==> src/design/bcs_regs_defs.svh <==
// Offsets, field positions, reset values and frame layout of the brake/status register block
`ifndef BCS_REGS_DEFS_SVH
`define BCS_REGS_DEFS_SVH

`define BCS_FRAME_BITS 6'h20
`define BCS_MODE_BIT 7
`define BCS_DATA_LSB 8
`define BCS_DATA_MSB 23
`define BCS_CRC_LSB 24

`define BCS_ADDR_BRAKE 7'h1d
`define BCS_ADDR_SUPPLY 7'h40
`define BCS_ADDR_THERMAL 7'h41
`define BCS_ADDR_DEVINFO 7'h42
`define BCS_ADDR_WAKESRC 7'h44
`define BCS_ADDR_WAKELVL 7'h45
`define BCS_ADDR_BRGEN 7'h50
`define BCS_ADDR_DLYREG 7'h51
`define BCS_ADDR_DRAIN_SOURCE_OV_STATUS 7'h52
`define BCS_ADDR_EFFDLY1 7'h53
`define BCS_ADDR_EFFDLY2 7'h54
`define BCS_ADDR_EFFDLY3 7'h55
`define BCS_ADDR_EDGE1 7'h57
`define BCS_ADDR_EDGE2 7'h58
`define BCS_ADDR_EDGE3 7'h59
`define BCS_ADDR_FAMID 7'h70

`define BCS_IDX_FAMID 4'hf

`define BCS_BRAKE_RST 16'h00a0
`define BCS_BRAKE_WMASK 16'h1fff
`define BCS_BRAKE_RESTART_KEEP 16'h1fe7

`define BCS_OVB_BASE_VOLTS 6'h1b

`define BCS_CRC_POLY 8'h1d
`define BCS_CRC_INIT 8'hff

`define BCS_RSP_ERR_BIT 0

`endif

==> src/design/bcs_regs_pkg.sv <==
// Types and frame CRC shared by the brake/status register block
package bcs_regs_pkg;
`include "bcs_regs_defs.svh"

    typedef struct packed {
        logic [7:0] crc;
        logic [15:0] data;
        logic mode;
        logic [6:0] addr;
    } bcs_frame_t;

    typedef struct packed {
        logic [2:0] reserved_hi;
        logic hard_brake_low3_mask;
        logic hard_brake_low2_mask;
        logic hard_brake_low1_mask;
        logic hard_brake_en;
        logic brake_ds_threshold_sel;
        logic brake_blank_time_sel;
        logic parking_brake_enable;
        logic overvoltage_brake_enable;
        logic [1:0] reserved_field;
        logic [2:0] overvoltage_brake_level;
    } bcs_brake_t;

    typedef enum logic {
        BCS_IDLE,
        BCS_SHIFT
    } bcs_state_t;

    // Serial CRC over address, mode and data, bit 0 first as on the wire
    function automatic logic [7:0] bcs_crc8(input logic [23:0] d);
        logic [7:0] c;
        logic fb;
        c = `BCS_CRC_INIT;
        for (int i = 0; i < 24; i++) begin
            fb = c[7] ^ d[i];
            c = {c[6:0], 1'b0};
            if (fb) begin
                c = c ^ `BCS_CRC_POLY;
            end
        end
        return c;
    endfunction

endpackage

==> src/design/bcs_regs.sv <==
// Serial register block: brake configuration word and read/clear status words
`timescale 1ns/100ps

module bcs_regs #(
    parameter int STAT_NUM = 16,
    parameter int STAT_W = 16,
    parameter logic [15:0][15:0] STAT_RC_MASK = {16'h0000, {15{16'hffff}}},
    // Identification value is arbitrary
    parameter logic [15:0] FAMILY_PRODUCT_ID = 16'h0001
) (
    input wire logic mclk_in,
    input wire logic srst_in,
    input wire logic soft_rst_in,
    input wire logic restart_in,
    input wire logic cs_n_in,
    input wire logic sclk_in,
    input wire logic sdi_in,
    output logic sdo_out,
    input wire logic [15:0][15:0] stat_set_in,
    input wire logic [15:0][15:0] stat_level_in,
    output bcs_regs_pkg::bcs_brake_t brake_cfg_out,
    output logic [5:0] ovb_level_volts_out,
    output logic frame_err_out
);
    import bcs_regs_pkg::*;

    if (STAT_NUM != 16 || STAT_W != 16) begin : g_size_check
        $error("bcs_regs serves exactly sixteen 16-bit status words");
    end

    bcs_state_t state_ff;
    bcs_state_t nxt_state;
    logic cs_q_ff;
    logic sclk_q_ff;
    logic [31:0] rx_ff;
    logic [31:0] tx_ff;
    logic [5:0] bit_cnt_ff;
    logic [15:0] brake_ff;
    logic [15:0] stat_ff [16];
    logic frame_err_ff;

    // status address map; index order matches the word storage
    function automatic logic [4:0] stat_lookup(input logic [6:0] a);
        logic [4:0] r;
        r = 5'h10;
        if (a == `BCS_ADDR_SUPPLY) begin
            r = 5'h00;
        end else if (a == `BCS_ADDR_THERMAL) begin
            r = 5'h01;
        end else if (a == `BCS_ADDR_DEVINFO) begin
            r = 5'h02;
        end else if (a == `BCS_ADDR_WAKESRC) begin
            r = 5'h03;
        end else if (a == `BCS_ADDR_WAKELVL) begin
            r = 5'h04;
        end else if (a == `BCS_ADDR_BRGEN) begin
            r = 5'h05;
        end else if (a == `BCS_ADDR_DLYREG) begin
            r = 5'h06;
        end else if (a == `BCS_ADDR_DRAIN_SOURCE_OV_STATUS) begin
            r = 5'h07;
        end else if (a == `BCS_ADDR_EFFDLY1) begin
            r = 5'h08;
        end else if (a == `BCS_ADDR_EFFDLY2) begin
            r = 5'h09;
        end else if (a == `BCS_ADDR_EFFDLY3) begin
            r = 5'h0a;
        end else if (a == `BCS_ADDR_EDGE1) begin
            r = 5'h0b;
        end else if (a == `BCS_ADDR_EDGE2) begin
            r = 5'h0c;
        end else if (a == `BCS_ADDR_EDGE3) begin
            r = 5'h0d;
        end else if (a == `BCS_ADDR_FAMID) begin
            r = 5'h0e + 5'h01;
        end
        return r;
    endfunction

    // Frame edges; pins are synchronous to mclk_in so one flop of history suffices
    wire sclk_rise = sclk_in & ~sclk_q_ff & ~cs_n_in;
    wire sclk_fall = ~sclk_in & sclk_q_ff & ~cs_n_in;
    wire frame_start = ~cs_n_in & cs_q_ff;
    wire frame_end = cs_n_in & ~cs_q_ff;

    // Frame fields
    bcs_frame_t frame;
    assign frame = bcs_frame_t'(rx_ff);
    wire len_ok = (bit_cnt_ff == `BCS_FRAME_BITS);
    wire crc_ok = (bcs_crc8(rx_ff[`BCS_DATA_MSB:0]) == frame.crc);
    wire frame_ok = frame_end & len_ok & crc_ok;
    wire [4:0] stat_hit = stat_lookup(frame.addr);
    wire is_stat = ~stat_hit[4];
    wire [3:0] stat_idx = stat_hit[3:0];
    wire is_brake = (frame.addr == `BCS_ADDR_BRAKE);
    wire brake_wr = frame_ok & frame.mode & is_brake;
    wire stat_clr = frame_ok & frame.mode & is_stat;

    // Read values; read-only bits follow the live level except in the identification word, clearable bits are sticky
    logic [15:0] stat_view [16];
    for (genvar g = 0; g < 16; g++) begin : g_view
        assign stat_view[g] = (g == `BCS_IDX_FAMID) ? FAMILY_PRODUCT_ID :
            ((stat_ff[g] & STAT_RC_MASK[g]) | (stat_level_in[g] & ~STAT_RC_MASK[g]));
    end

    // data in frame bits 8 to 23
    wire [15:0] rd_data = is_brake ? (brake_ff & `BCS_BRAKE_WMASK) :
        (is_stat ? stat_view[stat_idx] : 16'h0000);
    wire [7:0] rsp_lo = {7'h00, ~(len_ok & crc_ok)};
    wire [23:0] rsp_body = {rd_data, rsp_lo};
    wire [31:0] rsp_word = {bcs_crc8(rsp_body), rsp_body};

    always_comb begin
        nxt_state = state_ff;
        case (state_ff)
            BCS_IDLE: begin
                if (frame_start) begin
                    nxt_state = BCS_SHIFT;
                end
            end
            BCS_SHIFT: begin
                if (frame_end) begin
                    nxt_state = BCS_IDLE;
                end
            end
            default: nxt_state = BCS_IDLE;
        endcase
    end

    always_ff @(posedge mclk_in) begin
        if (srst_in) begin
            state_ff <= BCS_IDLE;
            cs_q_ff <= 1'b1;
            sclk_q_ff <= 1'b0;
        end else begin
            state_ff <= nxt_state;
            cs_q_ff <= cs_n_in;
            sclk_q_ff <= sclk_in;
        end
    end

    // Receive, bit 0 first; count saturates so over-long frames are refused
    always_ff @(posedge mclk_in) begin
        if (srst_in || frame_start) begin
            rx_ff <= 32'h0000_0000;
            bit_cnt_ff <= 6'h00;
        end else if (sclk_rise && state_ff == BCS_SHIFT) begin
            rx_ff <= {sdi_in, rx_ff[31:1]};
            bit_cnt_ff <= (bit_cnt_ff == 6'h3f) ? bit_cnt_ff : bit_cnt_ff + 6'h01;
        end
    end

    // Answer goes out during the next frame, shifted on falling sclk
    always_ff @(posedge mclk_in) begin
        if (srst_in) begin
            tx_ff <= 32'h0000_0000;
            frame_err_ff <= 1'b0;
        end else if (frame_end) begin
            tx_ff <= rsp_word;
            frame_err_ff <= ~(len_ok & crc_ok);
        end else if (sclk_fall) begin
            tx_ff <= {1'b0, tx_ff[31:1]};
        end
    end

    wire [15:0] brake_restart = brake_ff & `BCS_BRAKE_RESTART_KEEP;
    // Bits 4:3 are stored as written; the master is expected to keep them zero
    // reserved bits 15:13 never stored
    wire [15:0] brake_wdata = frame.data & `BCS_BRAKE_WMASK;

    always_ff @(posedge mclk_in) begin
        if (srst_in || soft_rst_in) begin
            brake_ff <= `BCS_BRAKE_RST;
        end else if (restart_in) begin
            brake_ff <= brake_restart;
        end else if (brake_wr) begin
            brake_ff <= brake_wdata;
        end
    end

    // sticky status; a new event beats a clear in the same cycle
    for (genvar g = 0; g < 16; g++) begin : g_stat
        wire clr_this = stat_clr && (stat_idx == g);
        wire [15:0] nxt_stat = ((clr_this ? 16'h0000 : stat_ff[g]) | stat_set_in[g])
            & STAT_RC_MASK[g];
        always_ff @(posedge mclk_in) begin
            if (srst_in || soft_rst_in) begin
                stat_ff[g] <= 16'h0000;
            end else begin
                stat_ff[g] <= nxt_stat;
            end
        end
    end

    assign brake_cfg_out = bcs_brake_t'(brake_ff);
    assign ovb_level_volts_out = `BCS_OVB_BASE_VOLTS + {3'h0, brake_ff[2:0]};
    assign sdo_out = tx_ff[0];
    assign frame_err_out = frame_err_ff;

    a_reserved_zero: assert property (@(posedge mclk_in) disable iff (srst_in)
        brake_ff[15:13] == 3'h0)
        else $error("Reserved brake bits not zero");

    a_reset_value: assert property (@(posedge mclk_in)
        srst_in |=> brake_cfg_out.overvoltage_brake_enable && !brake_cfg_out.hard_brake_en
        && !brake_cfg_out.parking_brake_enable && brake_cfg_out.brake_blank_time_sel
        && !brake_cfg_out.brake_ds_threshold_sel && brake_ff == 16'h00a0)
        else $error("Brake reset value wrong");

    a_restart_keep: assert property (@(posedge mclk_in) disable iff (srst_in)
        restart_in && !soft_rst_in |=> brake_ff == ($past(brake_ff) & 16'h1fe7))
        else $error("Restart did not keep brake bits");

    a_write_lands: assert property (@(posedge mclk_in) disable iff (srst_in)
        brake_wr && !soft_rst_in && !restart_in
        |=> brake_cfg_out.hard_brake_en == $past(rx_ff[17])
        && brake_cfg_out.hard_brake_low3_mask == $past(rx_ff[20]))
        else $error("Brake write not applied");

    a_mask_bits: assert property (@(posedge mclk_in) disable iff (srst_in)
        brake_wr && !soft_rst_in && !restart_in
        |=> brake_cfg_out.hard_brake_low1_mask == $past(rx_ff[18])
        && brake_cfg_out.hard_brake_low2_mask == $past(rx_ff[19]))
        else $error("Low-side mask bits not applied");

    a_level_volts: assert property (@(posedge mclk_in) disable iff (srst_in)
        ovb_level_volts_out == 6'h1b + {3'h0, brake_cfg_out.overvoltage_brake_level})
        else $error("Overvoltage level mapping wrong");

    a_bad_frame: assert property (@(posedge mclk_in) disable iff (srst_in)
        frame_end && !(len_ok && crc_ok) && !soft_rst_in && !restart_in
        |=> $stable(brake_ff) && frame_err_out)
        else $error("Bad frame changed the brake word");

    a_clear_word: assert property (@(posedge mclk_in) disable iff (srst_in)
        stat_clr && stat_set_in[stat_idx] == 16'h0000 && !soft_rst_in
        |=> stat_ff[$past(stat_idx)] == 16'h0000)
        else $error("Clear did not empty the status word");

    a_read_keeps: assert property (@(posedge mclk_in) disable iff (srst_in)
        frame_ok && !frame.mode && is_stat && !soft_rst_in
        |=> (stat_ff[$past(stat_idx)] & $past(stat_ff[stat_idx]))
        == $past(stat_ff[stat_idx]))
        else $error("Read changed a status word");

    a_sticky_hold: assert property (@(posedge mclk_in) disable iff (srst_in)
        !stat_clr && !soft_rst_in |=> (stat_ff[0] & $past(stat_ff[0])) == $past(stat_ff[0]))
        else $error("Status bit dropped without clear");

    a_answer_data: assert property (@(posedge mclk_in) disable iff (srst_in)
        frame_end && frame.addr == 7'h70 |=> tx_ff[23:8] == FAMILY_PRODUCT_ID)
        else $error("Identification word not answered");

    a_soft_reset: assert property (@(posedge mclk_in) disable iff (srst_in)
        soft_rst_in
        |=> brake_ff == 16'h00a0 && stat_ff[0] == 16'h0000)
        else $error("Soft reset left brake or status values");

    a_restart_status: assert property (@(posedge mclk_in) disable iff (srst_in)
        restart_in && !soft_rst_in && !stat_clr && stat_set_in[0] == 16'h0000
        |=> stat_ff[0] == $past(stat_ff[0]))
        else $error("Restart changed a status word");

    a_set_wins: assert property (@(posedge mclk_in) disable iff (srst_in)
        stat_set_in[0] != 16'h0000 && !soft_rst_in
        |=> (stat_ff[0] & $past(stat_set_in[0]) & STAT_RC_MASK[0])
        == ($past(stat_set_in[0]) & STAT_RC_MASK[0]))
        else $error("Status event not captured");

    a_write_level: assert property (@(posedge mclk_in) disable iff (srst_in)
        brake_wr && !soft_rst_in && !restart_in
        |=> brake_cfg_out.overvoltage_brake_level == $past(rx_ff[10:8]))
        else $error("Overvoltage level not written");

    a_write_enables: assert property (@(posedge mclk_in) disable iff (srst_in)
        brake_wr && !soft_rst_in && !restart_in
        |=> brake_cfg_out.parking_brake_enable == $past(rx_ff[14])
        && brake_cfg_out.overvoltage_brake_enable == $past(rx_ff[13]))
        else $error("Brake enables not written");

    a_write_selects: assert property (@(posedge mclk_in) disable iff (srst_in)
        brake_wr && !soft_rst_in && !restart_in
        |=> brake_cfg_out.brake_ds_threshold_sel == $past(rx_ff[16])
        && brake_cfg_out.brake_blank_time_sel == $past(rx_ff[15]))
        else $error("Threshold or blank select not written");

    a_rsp_crc: assert property (@(posedge mclk_in) disable iff (srst_in)
        frame_end
        |=> tx_ff[31:24] == bcs_crc8(tx_ff[23:0]))
        else $error("Answer check byte wrong");

    a_rsp_brake: assert property (@(posedge mclk_in) disable iff (srst_in)
        frame_end && frame.addr == 7'h1d
        |=> tx_ff[23:8] == $past(brake_ff))
        else $error("Brake word not answered");

    a_unmapped_zero: assert property (@(posedge mclk_in) disable iff (srst_in)
        frame_end && (frame.addr == 7'h43 || frame.addr == 7'h56 || frame.addr == 7'h5a)
        |=> tx_ff[23:8] == 16'h0000)
        else $error("Unmapped address answered data");

    a_status_first: assert property (@(posedge mclk_in) disable iff (srst_in)
        frame_end && frame.addr == 7'h40
        |=> tx_ff[23:8] == (($past(stat_ff[0]) & STAT_RC_MASK[0])
        | ($past(stat_level_in[0]) & ~STAT_RC_MASK[0])))
        else $error("First status word not answered");

    a_status_last: assert property (@(posedge mclk_in) disable iff (srst_in)
        frame_end && frame.addr == 7'h59
        |=> tx_ff[23:8] == (($past(stat_ff[13]) & STAT_RC_MASK[13])
        | ($past(stat_level_in[13]) & ~STAT_RC_MASK[13])))
        else $error("Last bridge status word not answered");

    a_frame_good: assert property (@(posedge mclk_in) disable iff (srst_in)
        frame_end && len_ok && crc_ok
        |=> !frame_err_out)
        else $error("Good frame flagged as faulty");

    a_shift_fall: assert property (@(posedge mclk_in) disable iff (srst_in)
        sclk_fall
        |=> tx_ff == {1'b0, $past(tx_ff[31:1])})
        else $error("Answer not shifted on falling clock");

    a_idle_hold: assert property (@(posedge mclk_in) disable iff (srst_in)
        state_ff == BCS_IDLE && !frame_start
        |=> $stable(rx_ff))
        else $error("Receive register moved outside a frame");

    a_start_clears: assert property (@(posedge mclk_in) disable iff (srst_in)
        frame_start
        |=> bit_cnt_ff == 6'h00 && rx_ff == 32'h0000_0000)
        else $error("Frame start did not clear the receiver");

    a_read_no_brake: assert property (@(posedge mclk_in) disable iff (srst_in)
        frame_ok && !frame.mode && !soft_rst_in && !restart_in
        |=> $stable(brake_ff))
        else $error("Read changed the brake word");

    a_clear_no_brake: assert property (@(posedge mclk_in) disable iff (srst_in)
        stat_clr && !soft_rst_in && !restart_in
        |=> $stable(brake_ff))
        else $error("Status clear changed the brake word");

endmodule // bcs_regs

==> config.mk <==
export PLATFORM = sky130hd
export DESIGN_NAME = bcs_regs
export DESIGN_NICKNAME = d
export VERILOG_FILES = /design/src/design/bcs_regs_pkg.sv /design/src/design/bcs_regs.sv
export VERILOG_INCLUDE_DIRS = /design/src /design/src/design
export SDC_FILE = /design/constraint.sdc
export NUM_CORES = 1
export LEC_CHECK = 0
export BUFFER_PORTS_ARGS = -buffer_cell sky130_fd_sc_hd__clkbuf_2
export CAP_MARGIN = 5
export CORE_AREA = 10 10 204 206
export CTS_BUF_LIST = sky130_fd_sc_hd__clkbuf_4
export DETAILED_ROUTE_END_ITERATION = 6
export DIE_AREA = 0 0 214 216
export GPL_TIMING_DRIVEN = 0
export PLACE_DENSITY = 0.71
export SYNTH_ARGS = -nofsm -noshare
export SYNTH_HDL_FRONTEND = slang
export SYNTH_SLANG_ARGS = --single-unit
==> constraint.sdc <==
create_clock -name mclk_in -period 11.7 [get_ports mclk_in]
set_input_delay 1.17 -clock mclk_in [delete_from_list [all_inputs] [get_ports mclk_in]]
set_output_delay 1.17 -clock mclk_in [all_outputs]
set_load 0.1 [all_outputs]
=== Word level (Yosys, flattened, before mapping) ===
Memory sizes are Yosys's and may differ from the RTL's.
Cells that the tools add are included.

* Register bits: 87
* RAM bits: 256
* Memories: 1
* Output and inout port bits: 24
* Bits of input ports: 519

{| class="wikitable"
|+ Memory list
! memory !! depth !! bits a word !! read ports !! clocked after Yosys merged registers in !! wr ports !! line !! source
|-
| stat_ff || 16 || 16 || 15 || 0 || 16 || bcs_regs.sv:39 || <nowiki>logic [15:0] stat_ff [16];</nowiki>
|}

* $lt $le $gt $ge: 1
* Mux-type cells: 107
* Equal/unequal tests: 33
* Bitwise gates (word level): 138
* Add/sub/neg operators: 2
* Reduce and logical (&&, ||, !) cells: 24

{| class="wikitable"
|+ Operators by type and width
! kind !! count
|-
| two-way mux 16 bit || 35
|-
| two-way mux 5 bit || 63
|-
| OR 16 bit || 15
|-
| inverter 4 bit || 46
|-
| equality test 7 bit, second input constant || 15
|-
| binary-select mux 16 bit (select 4 bit) || 1
|-
| two-way mux 32 bit || 2
|-
| bitwise XOR 1 bit || 36
|-
| equality test 4 bit, second input constant || 7
|-
| equality test 4 x 3 -> 1 bit, second input constant || 4
|-
| logical AND 1 bit || 16
|-
| OR 1 bit || 16
|-
| bitwise AND 1 bit || 12
|-
| equality test 6 bit, second input constant || 2
|-
| inverter 1 bit || 9
|-
| equality test 4 x 2 -> 1 bit, second input constant || 2
|-
| equality test 8 bit || 1
|-
| equality test 7 x 5 -> 1 bit, second input constant || 1
|-
| adder 5 x 3 -> 6 bit, first input constant || 1
|-
| adder 6 x 1 -> 6 bit, second input constant || 1
|-
| greater-or-equal comparator 5 bit, second input constant || 1
|-
| two-way mux 1 bit || 5
|-
| inverter 4 -> 5 bit || 1
|-
| equality test 4 x 1 -> 1 bit, second input constant || 1
|-
| other kinds (7) || 12
|}

=== Longest topological paths before layout ===
* Depth in word-level cells: 97
* Depth in mapped cells: 22
* Mapped depth without buffers: 16

=== Worst setup path after synthesis ===
Ideal clock, no wire load.

* Kind: reg2reg
* From: reg rx_ff[0], in the netlist frame[0]
* To: reg tx_ff[28]
* Path slack: 7342 ps
* Stages on the path, launching flop included: 19
* Data required time: 11568 ps
* Clock period less this slack: 4358 ps
* Arrival: 4226 ps
* Path through: dfxtp_1 -> inv_1 -> ha_1 -> buf_2 -> mux2_1 -> a22o_1 -> nand2_2 -> o31a_4 -> buf_6 -> nand2_1 -> a311o_1 -> o31a_1 -> xor2_1 -> xnor2_1 -> xnor3_2 -> xor3_1 -> xnor3_1 -> nand2_1 -> a31oi_1

* Word-level cells in the longest chain between the ends: 57
* Elaborated cells on any way between the ends: 167

{| class="wikitable"
|+ RTL lines
! item !! line !! source
|-
| from (decl) || bcs_regs.sv:35 || <nowiki>logic [31:0] rx_ff;</nowiki>
|-
| from (signal assigned) || bcs_regs.sv:148 || <nowiki>rx_ff <= {sdi_in, rx_ff[31:1]};</nowiki>
|-
| two-way mux 5 bit || bcs_regs_pkg.sv:39 || <nowiki>if (fb) begin</nowiki>
|-
| inverter 4 bit (no source line) / two-way mux 5 bit (equally long branches) || -- ||
|-
| two-way mux 5 bit / inverter 4 bit (equally long branches) || -- ||
|-
| inverter 4 bit (no source line), or another cell as far along || -- ||
|-
| two-way mux 5 bit / inverter 4 bit (equally long branches) || -- ||
|-
| bitwise XOR 1 bit, or another cell as far along || bcs_regs_pkg.sv:37 || <nowiki>fb = c[7] ^ d[i];</nowiki>
|-
| two-way mux 5 bit / inverter 4 bit (equally long branches) || -- ||
|-
| inverter 4 bit (no source line) / two-way mux 5 bit (equally long branches) || -- ||
|-
| [41 not listed] || -- ||
|-
| two-way mux 5 bit || bcs_regs_pkg.sv:39 ||
|-
| inverter 4 bit (no source line) / bitwise XOR 1 bit (equally long branches) || -- ||
|-
| two-way mux 5 bit || bcs_regs_pkg.sv:39 ||
|-
| inverter 4 bit (no source line) / bitwise XOR 1 bit (equally long branches) || -- ||
|-
| two-way mux 5 bit || bcs_regs_pkg.sv:39 ||
|-
| inverter 4 bit (no source line) || -- ||
|-
| two-way mux 5 bit * || bcs_regs_pkg.sv:39 ||
|-
| two-way mux 32 bit * || bcs_regs.sv:158 || <nowiki>end else if (frame_end) begin</nowiki>
|-
| to (signal assigned) || bcs_regs.sv:159 || <nowiki>tx_ff <= rsp_word;</nowiki>
|-
| to (signal assigned) || bcs_regs.sv:162 || <nowiki>tx_ff <= {1'b0, tx_ff[31:1]};</nowiki>
|-
| to (decl) || bcs_regs.sv:36 || <nowiki>logic [31:0] tx_ff;</nowiki>
|}

Every way passes the cells marked *; elsewhere a longest branch is shown, timed or not. The select of a mux whose other input is x is not followed.
A chain may end at the register's enable or synchronous reset.

=== Final worst setup path ===
* From: reg rx_ff[1], in the netlist frame[1]
* To: reg tx_ff[29]

* Word-level cells in the longest chain between the ends: 56
* Elaborated cells on any way between the ends: 162

{| class="wikitable"
|+ RTL lines
! item !! line
|-
| bitwise XOR 1 bit || bcs_regs_pkg.sv:37
|-
| two-way mux 5 bit || bcs_regs_pkg.sv:39
|-
| inverter 4 bit (no source line) / two-way mux 5 bit (equally long branches) || --
|-
| two-way mux 5 bit / inverter 4 bit (equally long branches) || --
|-
| inverter 4 bit (no source line) / two-way mux 5 bit (equally long branches) || --
|-
| two-way mux 5 bit / inverter 4 bit (equally long branches) || --
|-
| bitwise XOR 1 bit / two-way mux 5 bit (equally long branches) || bcs_regs_pkg.sv:37, bcs_regs_pkg.sv:39
|-
| two-way mux 5 bit / inverter 4 bit (equally long branches) || --
|-
| [40 not listed] || --
|-
| two-way mux 5 bit || bcs_regs_pkg.sv:39
|-
| bitwise XOR 1 bit || bcs_regs_pkg.sv:37
|-
| two-way mux 5 bit || bcs_regs_pkg.sv:39
|-
| inverter 4 bit (no source line) || --
|-
| two-way mux 5 bit || bcs_regs_pkg.sv:39
|-
| inverter 4 bit (no source line) || --
|-
| two-way mux 5 bit * || bcs_regs_pkg.sv:39
|-
| two-way mux 32 bit * || bcs_regs.sv:158
|}

Marks and branches as above.

==> reports/qor.csv <==
metric,value,unit
GRT Total Usage,25.8,%
Pleak,0.00697,µW
drt drc,0,
"EDFF count, synth",0,
clock sinks,313,
largest family of logic cells by synthesized area,compound AO/OA/AOI/OAI gates,
worst-path fanout max,10,
Adder-Cell Fraction of Synth Area,0.704,%
yosys warns,0,
critical-path cell list,ha_1 -> inv_1 -> o32ai_2 -> a221oi_4 -> o31ai_2 -> buf_6 -> buf_8 -> buf_8 -> buf_6 -> buf_2 -> nand2_1 -> a32oi_1 -> nand2_1 -> o21ai_2 -> xor2_1 -> xnor2_1 -> xnor2_1 -> xnor3_1 -> nand2_1 -> a31oi_1,
crit path time final,5.68,ns
final net count,2587,
status,finished clean,
"delay-heaviest family, CP",compound AO/OA/AOI/OAI gates,
post-DP HPWL,49100,µm
Area Overhead vs Synth,20.5,%
worst slew pin tran,1.11,ns
CP max stage cell,o31ai_2,
largest net degree at the start of global routing,12,
Hold EP,tx_ff[28]$_SDFFE_PP0P_,
top-area cell type share of the netlist area,44.0,%
Die X,214,µm
H-tree Lvls,3,
"most common cell after layout, fill and taps aside",a21oi_1,
biggest area consumer among synthesized cells,dfxtp_1,
die area,46200,µm²
Post-Synth XOR/XNOR Area,8.05,%
max frequency,176,MHz
WL/cell,23.7,µm
CP arrival,6.29,ns
Site Rows,71,
drt via density,5.59,
RSZ-0062 raised after global routing,false,
Synth Area in Compound Gates,19.3,%
Slew HR,25.2,%
Final Hold Viols,0,
Longest Clk Path Bufs,3,
R2R depth,20,
clock-pin slew on the worst setup and hold paths,0.07,ns
"slowest stage delay, CP",0.55,ns
"top cells by area, synth","dfxtp_1 (44%), a21oi_1 (11%), nor2_1 (7.6%)",
pwr dens,131,nW/µm²
TritonCTS Buffers,84,
crit end category,flip-flop,
"most used cell, CP",nand2_1,
first-pass GRT wire length,90700,µm
Cell variety after synth,89,
Setup TNS,0,ns
area of the multi-input gates,7300,µm²
"commonest cells after routing, fill and taps aside","a21oi_1 (316), dfxtp_1 (313), nor2_1 (288), nand2_1 (260), clkbuf_2 (252)",
Worst Skew,0.0647,ns
sequential-to-total area share from yosys stat,44.0,%
Ports,543,
routed wire length,62200,µm
hold path start,tx_ff[29]$_SDFFE_PP0P_,
fill cell count,3725,
Post-CTS Setup Bufs,0,
"Cell Count, Final, Fillers Out",2622,
CP Class,flip-flop to flip-flop,
final setup margin,6.02,ns
Worst Path Buf+Inv,6,
"FFs w/ async S/R, synth",0,%
endpoints failing setup,0,
post-synthesis mux area share,3.93,%
Max-cap violations,0,
via count,14700,
Cells after DPL,2485,
CTS tree,yes,
worst path required time,12.31,ns
routability cong.,1.06,
cell count of the worst hold path,2,
Synth Area in Simple Gates,19.3,%
VDD IR max,0.0000729,V
antenna violations before repair,4,
layout cells sized above 1,21.7,%
"setup slack, reg-to-reg",6.02,ns
worst hold-check path type,flip-flop to flip-flop,
FF+latch area,6270,µm²
average size of a mapped cell,8.27,µm²
pre-CTS setup slack,6.24,ns
CP startpoint kind,flip-flop,
final period utilization,48.6,%
Die Ht,216,µm
Worst R2R End,tx_ff[29]$_SDFFE_PP0P_,
Gate Count Post-Synth,1720,
"Cell Area, Synth",14200,µm²
post-CTS sizing,0,
Reg-to-Reg Start,frame[1]$_SDFFE_PP0P_,
worst skew pair latency,0.77,ns
Routed Antenna Nets,0,
vias in the first global route,14300,
Port Buffer Count,252,
fin. max-slew vios,0,
synthesized flop and latch total,313,
Initial DRC Count,1926,
GRT overflow,0,
DR pass1 iterations,6,
Starting Density,38.0,%
core box area,37400,µm²
CTS Hold Buffers Added,0,
Root Buffer,clkbuf_4,
Main synth FF type,dfxtp_1,
[cells in the mapped netlist, types with 8 or more instances]
master and instances:
dfxtp_1 313, a221oi_1 13, a31oi_1 10, xor2_1 20, nor3_1 8, nor2_1 288, a21oi_1 316, buf_2 14
clkbuf_1 70, xnor2_1 71, xnor3_1 9, o21ai_0 9, mux2i_1 48, ha_1 8, a22oi_1 25, buf_4 14
buf_6 8, inv_1 20, nand2_1 260, nand3_1 42
[layout make-up]
cell class	count	area share, %
Antenna cell	2	0.0292
Clock inverter	19	0.759
Timing Repair Buffer	252	7.36
Buffer	112	3.44
Sequential cell	313	36.6
Tap cell	511	3.73
Multi-Input combinational cell	1277	42.6
Clock buffer	116	5.08
Inverter	20	0.438
[how the worst max path moves through the flow]
stage                           from                endpoint  slack [ns]  cells after the start
5_1_grt        frame[1]$_SDFFE_PP0P_  tx_ff[29]$_SDFFE_PP0P_        5.86                     20
4_1_cts        frame[1]$_SDFFE_PP0P_  tx_ff[29]$_SDFFE_PP0P_        6.19                     20
3_3_place_gp   frame[0]$_SDFFE_PP0P_  tx_ff[29]$_SDFFE_PP0P_        6.30                     19
2_1_floorplan  frame[0]$_SDFFE_PP0P_  tx_ff[28]$_SDFFE_PP0P_        7.34                     18
6_report       frame[1]$_SDFFE_PP0P_  tx_ff[29]$_SDFFE_PP0P_        6.02                     20
3_5_place_dp   frame[0]$_SDFFE_PP0P_  tx_ff[29]$_SDFFE_PP0P_        6.24                     20
[tightest hold or removal path: cells and delay by family, from the launching register on]
kind | cells | cell delay [ns]
compound gates | 1 | 0.06
flops | 1 | 0.31
simple gates | 1 | 0.05
[metrics by stage]
step	power (µW)	area [µm²]	hold slack [ns]	util, %
after detailed placement	1320	16100	0.445	43.1
after global routing	2330	17100	0.464	45.8
after global placement	1310	16100	0.441	43.1
final	2250	17100	0.446	45.8
after floorplan	1230	14200	0.432	-
after CTS	2250	17100	0.438	45.8
[where the power goes]
part / internal, µW / leakage (µW) / switching, µW
combinational: 65.5 / 0.00381 / 105
clock: 496 / 0.000596 / 454
sequential: 1110 / 0.00256 / 25.5
[state kept, by name, summed over array words and instances (netlist names)]
name,flops
state_ff,1
cs_q_ff,1
frame,32
brake_cfg_out,13
sclk_q_ff,1
stat_ff,226
frame_err_out,1
bit_cnt_ff,6
tx_ff,32
[metal layers]
layer	wire, µm	share of wire (%)	vias up	global-route usage, %
met2	24800	40	1041	36.4
met3	7450	12	170	8.77
met4	3290	5.3	4	14.4
met1	26700	43	6829	33.9
met5	16	0.026	-	0
li1	-	-	6616	-
[logic make-up after synthesis]
| family | count (synthesis) |
|---|---|
| simple gates | 651 |
| xor+xnor | 108 |
| buf+inv | 132 |
| flops | 313 |
| other cells | 1 |
| fa+ha+maj | 8 |
| mux | 55 |
| compound gates | 452 |
Note: power is estimated with default switching activity, not from simulation.
